**config.mk**
```make
export PLATFORM = sky130hd
export DESIGN_NAME = wdo_decode
export DESIGN_NICKNAME = d
export VERILOG_FILES = /design/src/logic/wdo_pkg.sv /design/src/logic/wdo_settle.sv /design/src/logic/wdo_decode.sv
export SDC_FILE = /design/constraint.sdc
export NUM_CORES = 1
export LEC_CHECK = 0
export BUFFER_PORTS_ARGS = -buffer_cell sky130_fd_sc_hd__buf_2
export CORE_ASPECT_RATIO = 0.6
export CORE_MARGIN = 1.5
export CORE_UTILIZATION = 47
export CTS_CLUSTER_SIZE = 30
export DETAILED_ROUTE_END_ITERATION = 8
export PLACE_DENSITY = 0.68
export RECOVER_POWER = 50
export SETUP_SLACK_MARGIN = 0.3
export SLEW_MARGIN = 5
export SYNTH_ARGS = -nofsm -noshare
export SYNTH_HDL_FRONTEND = slang
export SYNTH_SLANG_ARGS = --single-unit
```
**constraint.sdc**
```tcl
create_clock -name sys_clk -period 1.8 [get_ports sys_clk]
set_input_delay 0 -clock sys_clk [delete_from_list [all_inputs] [get_ports sys_clk]]
set_output_delay 0 -clock sys_clk [all_outputs]
set_load 0.02 [all_outputs]
```
**src/logic/wdo_pkg.sv**
```systemverilog
/*
  wdo_pkg: option byte layout, stabilization codes and counts, carrier
  structs for the watchdog and oscillator option decoder.
  Assumes option bytes arrive as plain 8-bit words from the loader.
*/
package wdo_pkg;
  // ---------------------------------------------------------------
  // option byte layout
  // ---------------------------------------------------------------
  localparam int WDO_BYTE_W = 8;
  localparam int WDO_INDEP_WDOG_HW_START_BIT = 0;
  localparam int WDO_INDEP_WDOG_HALT_STOP_BIT = 1;
  localparam int WDO_WINDOW_WDOG_HW_START_BIT = 2;
  localparam int WDO_WINDOW_WDOG_HALT_RESET_BIT = 3;
  localparam int WDO_FAST_CNT_LSB = 0;
  localparam int WDO_SLOW_CNT_LSB = 2;
  localparam int WDO_CODE_W = 2;
  localparam logic [WDO_BYTE_W-1:0] WDO_OPT_RESET = 8'h00;

  // ---------------------------------------------------------------
  // stabilization counts
  // ---------------------------------------------------------------
  localparam int WDO_CNT_W = 13;
  localparam logic [WDO_CODE_W-1:0] WDO_CODE_1 = 2'h0;
  localparam logic [WDO_CODE_W-1:0] WDO_CODE_16 = 2'h1;
  localparam logic [WDO_CODE_W-1:0] WDO_CODE_512 = 2'h2;
  localparam logic [WDO_CODE_W-1:0] WDO_CODE_4096 = 2'h3;
  localparam logic [WDO_CNT_W-1:0] WDO_CYC_1 = 13'h0001;
  localparam logic [WDO_CNT_W-1:0] WDO_CYC_16 = 13'h0010;
  localparam logic [WDO_CNT_W-1:0] WDO_CYC_512 = 13'h0200;
  localparam logic [WDO_CNT_W-1:0] WDO_CYC_4096 = 13'h1000;
  localparam logic [WDO_CNT_W-1:0] WDO_CNT_ZERO = 13'h0000;
  localparam logic [WDO_CNT_W-1:0] WDO_CNT_ONE = 13'h0001;

  // ---------------------------------------------------------------
  // carriers
  // ---------------------------------------------------------------
  typedef struct packed {
    logic indep_wdog_hw_start;
    logic indep_wdog_halt_stop;
    logic window_wdog_hw_start;
    logic window_wdog_halt_reset;
  } wdo_wdog_cfg_t;

  typedef struct packed {
    logic indep_run;
    logic indep_freeze;
    logic window_run;
    logic window_halt_rst;
  } wdo_wdog_ctl_t;
endpackage

```
**src/logic/wdo_settle.sv**
```systemverilog
/*
  wdo_settle: counts oscillator cycles after enable and raises ready once
  the configured stabilization count is reached.
  Assumes osc_tick is a one-cycle pulse per oscillator cycle in sys_clk.
*/
`timescale 1ns/100ps
`default_nettype none
module wdo_settle
  import wdo_pkg::*;
#(
  parameter int CNT_W = WDO_CNT_W
) (
  // clock and reset
  input wire logic sys_clk,
  input wire logic rst_n,
  // control
  input wire logic osc_enable,
  input wire logic osc_tick,
  input wire logic [WDO_CODE_W-1:0] settle_code,
  // status
  output logic osc_ready
);
  logic [CNT_W-1:0] count_ff;
  logic [CNT_W-1:0] target;
  logic ready_ff;

  always_comb begin
    case (settle_code)
      WDO_CODE_1: target = CNT_W'(WDO_CYC_1);
      WDO_CODE_16: target = CNT_W'(WDO_CYC_16);
      WDO_CODE_512: target = CNT_W'(WDO_CYC_512);
      WDO_CODE_4096: target = CNT_W'(WDO_CYC_4096);
      default: target = CNT_W'(WDO_CYC_4096);
    endcase
  end

  // ---------------------------------------------------------------
  // cycle count from zero on each enable
  // ---------------------------------------------------------------
  always_ff @(posedge sys_clk or negedge rst_n) begin
    if (!rst_n) begin
      count_ff <= CNT_W'(WDO_CNT_ZERO);
    end else if (!osc_enable) begin
      count_ff <= CNT_W'(WDO_CNT_ZERO);
    end else if (osc_tick && count_ff < target) begin
      count_ff <= count_ff + CNT_W'(WDO_CNT_ONE);
    end
  end

  always_ff @(posedge sys_clk or negedge rst_n) begin
    if (!rst_n) begin
      ready_ff <= 1'h0;
    end else begin
      ready_ff <= osc_enable && (count_ff >= target);
    end
  end

  assign osc_ready = ready_ff;
endmodule
`default_nettype wire

```
**src/logic/wdo_decode.sv**
```systemverilog
/*
  wdo_decode: captures the watchdog and oscillator option bytes after
  reset, derives watchdog start/halt controls and oscillator ready flags.
  Assumes option bytes are valid when opt_valid pulses, all inputs
  synchronous to sys_clk, and software start requests are pulses.
*/
// How it works
// - independent watchdog option 1 starts it at load; 0 waits for software.
// - independent halt option 0 keeps counting in halt; 1 freezes it.
// - window watchdog option 1 starts it at load; 0 waits for software.
// - window halt option 1 resets on halt entry; 0 just stops it.
// - fast oscillator code selects 1, 16, 512 or 4096 settle cycles.
// - slow oscillator code selects 1, 16, 512 or 4096 settle cycles.
`timescale 1ns/100ps
`default_nettype none
module wdo_decode
  import wdo_pkg::*;
(
  // clock and reset
  input wire logic sys_clk,
  input wire logic rst_n,
  // option bytes from nonvolatile memory
  input wire logic opt_valid,
  input wire logic [WDO_BYTE_W-1:0] watchdog_option_byte,
  input wire logic [WDO_BYTE_W-1:0] oscillator_option_byte,
  // software and power state
  input wire logic indep_sw_start,
  input wire logic window_sw_start,
  input wire logic cpu_halt,
  // oscillator side
  input wire logic fast_osc_enable,
  input wire logic fast_osc_tick,
  input wire logic slow_osc_enable,
  input wire logic slow_osc_tick,
  // watchdog controls
  output logic loaded,
  output logic indep_wdog_run,
  output logic indep_wdog_freeze,
  output logic window_wdog_run,
  output logic window_wdog_halt_rst,
  // oscillator status
  output logic [WDO_CODE_W-1:0] fast_ext_osc_settle_count,
  output logic [WDO_CODE_W-1:0] slow_ext_osc_settle_count,
  output logic fast_osc_ready,
  output logic slow_osc_ready
);
  // ---------------------------------------------------------------
  // reset release
  // ---------------------------------------------------------------
  logic rst_s1_ff;
  logic rst_s2_ff;
  logic srst_n;

  always_ff @(posedge sys_clk or negedge rst_n) begin
    if (!rst_n) begin
      rst_s1_ff <= 1'h0;
      rst_s2_ff <= 1'h0;
    end else begin
      rst_s1_ff <= 1'h1;
      rst_s2_ff <= rst_s1_ff;
    end
  end
  assign srst_n = rst_s2_ff;

  // ---------------------------------------------------------------
  // option capture
  // ---------------------------------------------------------------
  typedef enum logic {WDO_WAIT, WDO_LOADED} wdo_state_t;
  wdo_state_t state_ff;
  wdo_wdog_cfg_t cfg_ff;
  logic [WDO_BYTE_W-1:0] osc_opt_ff;

  always_ff @(posedge sys_clk or negedge srst_n) begin
    if (!srst_n) begin
      state_ff <= WDO_WAIT;
    end else begin
      case (state_ff)
        WDO_WAIT: if (opt_valid) state_ff <= WDO_LOADED;
        WDO_LOADED: state_ff <= WDO_LOADED;
        default: state_ff <= WDO_WAIT;
      endcase
    end
  end

  always_ff @(posedge sys_clk or negedge srst_n) begin
    if (!srst_n) begin
      cfg_ff <= '0;
      osc_opt_ff <= WDO_OPT_RESET;
    end else if (state_ff == WDO_WAIT && opt_valid) begin
      cfg_ff.indep_wdog_hw_start <= watchdog_option_byte[WDO_INDEP_WDOG_HW_START_BIT];
      cfg_ff.indep_wdog_halt_stop <= watchdog_option_byte[WDO_INDEP_WDOG_HALT_STOP_BIT];
      cfg_ff.window_wdog_hw_start <= watchdog_option_byte[WDO_WINDOW_WDOG_HW_START_BIT];
      cfg_ff.window_wdog_halt_reset <= watchdog_option_byte[WDO_WINDOW_WDOG_HALT_RESET_BIT];
      osc_opt_ff <= oscillator_option_byte;
    end
  end

  // ---------------------------------------------------------------
  // watchdog controls
  // ---------------------------------------------------------------
  logic loaded_ff;
  logic is_loaded;
  logic indep_start_now;
  logic window_start_now;
  logic indep_run_ff;
  logic indep_freeze_ff;
  logic window_started_ff;
  logic window_run_ff;
  logic window_halt_rst_ff;
  wdo_wdog_ctl_t ctl;

  // mirrors the capture edge so loaded comes from its own flop
  always_ff @(posedge sys_clk or negedge srst_n) begin
    if (!srst_n) begin
      loaded_ff <= 1'h0;
    end else if (state_ff == WDO_WAIT && opt_valid) begin
      loaded_ff <= 1'h1;
    end
  end
  assign is_loaded = loaded_ff;

  // start requests count only once the options are in
  assign indep_start_now = is_loaded
    && (cfg_ff.indep_wdog_hw_start || indep_sw_start);
  assign window_start_now = is_loaded
    && (cfg_ff.window_wdog_hw_start || window_sw_start);

  // once started the independent watchdog stays running until reset
  always_ff @(posedge sys_clk or negedge srst_n) begin
    if (!srst_n) begin
      indep_run_ff <= 1'h0;
    end else if (indep_start_now) begin
      indep_run_ff <= 1'h1;
    end
  end

  always_ff @(posedge sys_clk or negedge srst_n) begin
    if (!srst_n) begin
      indep_freeze_ff <= 1'h0;
    end else if (is_loaded) begin
      indep_freeze_ff <= cpu_halt && cfg_ff.indep_wdog_halt_stop;
    end
  end

  always_ff @(posedge sys_clk or negedge srst_n) begin
    if (!srst_n) begin
      window_started_ff <= 1'h0;
    end else if (window_start_now) begin
      window_started_ff <= 1'h1;
    end
  end

  // halt stops the window watchdog unless the option turns halt into a reset
  always_ff @(posedge sys_clk or negedge srst_n) begin
    if (!srst_n) begin
      window_run_ff <= 1'h0;
    end else begin
      window_run_ff <= (window_started_ff || window_start_now)
        && !(cpu_halt && !cfg_ff.window_wdog_halt_reset);
    end
  end

  // reset request only with an active window watchdog on halt
  always_ff @(posedge sys_clk or negedge srst_n) begin
    if (!srst_n) begin
      window_halt_rst_ff <= 1'h0;
    end else if (is_loaded) begin
      window_halt_rst_ff <= cpu_halt && cfg_ff.window_wdog_halt_reset
        && window_started_ff;
    end
  end

  // ---------------------------------------------------------------
  // watchdog outputs
  // ---------------------------------------------------------------
  assign ctl = {indep_run_ff, indep_freeze_ff, window_run_ff, window_halt_rst_ff};
  assign loaded = loaded_ff;
  assign indep_wdog_run = ctl.indep_run;
  assign indep_wdog_freeze = ctl.indep_freeze;
  assign window_wdog_run = ctl.window_run;
  assign window_wdog_halt_rst = ctl.window_halt_rst;

  // ---------------------------------------------------------------
  // oscillator settle
  // ---------------------------------------------------------------
  logic [WDO_CODE_W-1:0] fast_code;
  logic [WDO_CODE_W-1:0] slow_code;
  assign fast_code = osc_opt_ff[WDO_FAST_CNT_LSB +: WDO_CODE_W];
  assign slow_code = osc_opt_ff[WDO_SLOW_CNT_LSB +: WDO_CODE_W];
  assign fast_ext_osc_settle_count = fast_code;
  assign slow_ext_osc_settle_count = slow_code;

  localparam int OSC_N = 2;
  localparam int OSC_FAST = 0;
  localparam int OSC_SLOW = 1;
  logic [OSC_N-1:0] osc_enable_in;
  logic [OSC_N-1:0] osc_tick_in;
  logic [OSC_N-1:0][WDO_CODE_W-1:0] osc_code_in;
  logic [OSC_N-1:0] osc_ready_out;

  // fast oscillator in the low slot, slow one above it
  assign osc_enable_in = {slow_osc_enable, fast_osc_enable};
  assign osc_tick_in = {slow_osc_tick, fast_osc_tick};
  assign osc_code_in = {slow_code, fast_code};

  for (genvar g = 0; g < OSC_N; g++) begin : g_osc
    // counting waits for the options so the code is the captured one
    wdo_settle #(
      .CNT_W(WDO_CNT_W)
    ) u_settle (
      .sys_clk(sys_clk),
      .rst_n(srst_n),
      .osc_enable(osc_enable_in[g] && is_loaded),
      .osc_tick(osc_tick_in[g]),
      .settle_code(osc_code_in[g]),
      .osc_ready(osc_ready_out[g])
    );
  end

  assign fast_osc_ready = osc_ready_out[OSC_FAST];
  assign slow_osc_ready = osc_ready_out[OSC_SLOW];
endmodule
`default_nettype wire

```
==> results.md <==
* Max clock buf depth at 2
* IO Count at 37
* Worst-Margin Slew at about 1.0 ns
* Clock power frac at 30.7%
* Vias in the first global route at 2,185
* First-pass DRT Iterations at 5
* Post-synthesis cell count at around 230
* Die area at roughly 0.0055 mm2
* CTS buffer count at 5
* Arrival time at the worst endpoint at roughly 2.7 ns
* Crit path cell chain: nor2_2 > ha_1 > or4b_4 > a211oi_4 > buf_6 > o211ai_4 > or4_4 > a21oi_2
* Fin crit period at 2.436 ns
* Crit-path slowest cell: or4b_4
* Max_slew headroom at between 30% and 40%
* Syn_area_per_cell at between 10 and 15 um2
* Register area share after synthesis at 47.85%
* Final Util at 76.94%
* Sw power at approximately 0.00077 W
* Hold slack at 0.03925 ns
* Post-Place Worst Slack at -0.6424 ns
* Synth warnings at 0
* Max incr delay on CP at ~0.48 ns
* Outcome: finished with violations
* Top_reg_cell synth: dfrtp_1
* Die width at 94.36 um
* Clock skew at 0.009819 ns
* First-pass GRT wire length at roughly 11 mm
* Final-report setup violation count at 28
* WL per Instance at around 18 um
* Routability cong. at between 0.8 and 0.9
* GR Overflow Total at 0
* Power Density at ~700 mW/mm2
* Final hold vios at 0
* Critical Path Source Type: flip-flop
* Crit Path Max Fanout at 7
* Final WL at between 7 and 8 mm
* P&R area growth vs syn at 53.11%
* Clk_lat worst skew at 0.31 ns
* Main area contributors after synthesis: dfrtp_1, ha_1, or4_1, mux2_2, a21oi_1
* Max H-tree Level at 2
* Setup WS post-layout at -0.6363 ns
* Fmax at about 410 MHz
* Sequential power share at 41.9%
* Fill cell count at around 260
* Initial Util at about half
* Post-synth EDFFs at 0
* Vias at around 2,300
* #FFs+latches synth at 45
* Root Buffer: clkbuf_8
* Syn_nets at between 200 and 300
* RSZ-0062 raised after global routing: true
* Maximum capacitance violations at 0
* Yosys cell types at 46
* Critical Path RT at 2.04 ns
* # diodes at 0
* Sink Count at 45
* Hpwl dp at about 4.2 mm
* Port buffer count at 28
* Static Leak at 1.550 nW
* Total negative slack at -13.82 ns
* Antenna violations before repair at 0
* Overall Global Routing Usage at 26.47%
* Fin nets at roughly 370
* Share of flip-flops with an asynchronous set or reset at 100.0%
* Nature of the critical path endpoint: flip-flop
* Mapped Area at around 0.0024 mm2
* Failing checks: negative setup slack
* DRT antenna net count at 0
* # rows at 19
* Final period utilization at 135.3%
* Die height at between 50 and 60 um
* Iteration-0 DRC count of the detailed router at between 200 and 300
* Top post-synthesis cells by count: dfrtp_1, nor2_1, a21oi_1
* Worst reg2reg setup slack at -0.64 ns
* Most numerous cell in the Yosys netlist: dfrtp_1
* Share of the synthesized area in the top cell type at a little under half
* DRC at 0
* Routed vias/inst at around 5.8
* Count of final max-slew check failures at 0
* Sw Ratio at roughly 30%
* Peak supply drop at about 0.65 mV
* Largest net degree at the start of global routing at between 40 and 50
* Internal power at approximately 0.0018 W
* Clock transition at path regs at ~0.09 ns
* Layout cell share with drive strength beyond 1 at about half
* Leading area contributor after synthesis: dfrtp_1
* CTS tree: done
* HP Class: in -> reg
* Setup CP Type: reg -> reg
* Comb power frac at a little over a quarter
* Core box area at ~0.0047 mm2
## critical path: cells and delay by family (launching register included)
kind / cells / cell delay (ns)
flip-flops: 1 / 0.44
buffers and inverters: 1 / 0.17
AND/OR/NAND/NOR: 3 / 1.01
adder cells (fa/ha/maj): 1 / 0.14
AO/OA/AOI/OAI: 3 / 0.60
## per-stage QoR
| step | cell area [um2] | cells | power [W] |
|---|---|---|---|
| 5_1_grt | 3603 | 399 | 0.002697 |
| 6_report | 3603 | 399 | 0.002595 |
| 4_1_cts | 3385 | 394 | 0.002467 |
| 3_3_place_gp | 2963 | 364 | 0.001570 |
| 2_1_floorplan | 2419 | 231 | 0.001386 |
| 3_5_place_dp | 2963 | 364 | 0.001577 |
## area by class of cell
type | instances | area, um2 | share of cell area [%]
multi-input combinational | 170 | 1456 | 40.42
tap | 63 | 78.83 | 2.187
sequential | 45 | 1132 | 31.42
clock inverter | 3 | 46.29 | 1.285
timing repair buffer | 103 | 783.3 | 21.74
clock buffer | 5 | 68.82 | 1.910
inverter | 10 | 37.54 | 1.042
## flip-flops by register name (all words and copies together) (netlist names)
register and count:
window_wdog_halt_rst 1, osc_opt_ff 4, loaded 1, rst_s1_ff 1
state_ff 1, indep_wdog_freeze 1, rst_s2_ff 1, g_osc.u_settle.osc_ready 2
window_wdog_run 1, g_osc.u_settle.count_ff 26, window_started_ff 1, indep_wdog_run 1
cfg_ff 4
## path summary, 6_finish.rpt
path / to / cells past startpoint / startpoint
min reg2reg: rst_s2_ff$_DFF_PN0_ / 0 / rst_s1_ff$_DFF_PN0_
min: window_started_ff$_DFFE_PN0P_ / 3 / window_sw_start
min in group asynchronous: g_osc[1].u_settle.count_ff[9]$_DFFE_PN0P_ / 1 / rst_s2_ff$_DFF_PN0_
max: g_osc[0].u_settle.count_ff[8]$_DFFE_PN0P_ / 8 / osc_opt_ff[1]$_DFFE_PN0P_
max reg2reg: g_osc[0].u_settle.count_ff[8]$_DFFE_PN0P_ / 8 / osc_opt_ff[1]$_DFFE_PN0P_
max in group asynchronous: osc_opt_ff[0]$_DFFE_PN0P_ / 1 / rst_s2_ff$_DFF_PN0_
## power by group through the flow
| stage | logic (W) | registers, W | clock network (W) |
|---|---|---|---|
| 2_1_floorplan | 0.000232 | 0.00115 | 0 |
| 3_3_place_gp | 0.000469 | 0.00110 | 0 |
| 3_5_place_dp | 0.000474 | 0.00110 | 0 |
| 4_1_cts | 0.000577 | 0.00109 | 0.000805 |
| 5_1_grt | 0.000754 | 0.00109 | 0.000849 |
| 6_report | 0.000710 | 0.00109 | 0.000797 |
## routing by layer
metal | share of wire, % | up-vias | global-route usage [%]
met4 | 2.3 | 0 | 8.529
met2 | 44 | 108 | 37.00
met5 | 0 | - | 0
li1 | - | 1057 | -
met1 | 45 | 1122 | 38.60
met3 | 8.2 | 21 | 9.186
## placed cells by master, fill, tap and decap left out, types with 3 or more instances in the layout
master         netlist  routed
buf_4                0      50
dfrtp_1             45      40
buf_2                1      28
nor2_1              16      14
nand2_1             13      13
dlygate4sd3_1        0      13
inv_1               10      10
nand3_1             13      10
buf_6                0      10
a21oi_1             14       9
o21ai_0             11       7
mux2_2               7       7
ha_1                10       7
or4_1               11       6
or3_1                8       6
nand2b_1             7       5
or4_4                0       5
nand4_1              5       5
o31ai_1              7       5
a21oi_2              2       5
clkbuf_8             0       5
dfrtp_2              0       5
o21ai_2              0       3
or2_2                3       3
o211ai_4             1       3
o21a_1               3       3
o2111ai_2            1       3
xor2_1               4       3
and2_1               3       3
o21ai_1              2       3
## cells by family after synthesis
| family | count (synthesis) | synth area share, % |
|---|---|---|
| other | 1 | 0.1593 |
| adder cells (fa/ha/maj) | 10 | 5.316 |
| flip-flops | 45 | 47.85 |
| AO/OA/AOI/OAI | 55 | 17.01 |
| buffers and inverters | 17 | 2.764 |
| multiplexers | 8 | 3.775 |
| AND/OR/NAND/NOR | 89 | 20.89 |
| XOR/XNOR | 6 | 2.233 |
## timing repair
item | in CTS | in global routing
buffers inserted | 8 | 5
setup endpoints to repair | 28 | 28
pin swaps | 8 | 9
gates resized for setup | 19 | 37
hold endpoints to repair | 15 | 0
hold buffers | 13 | 0
gates cloned | 1 | 0
Power figures use the tool's default switching activity.
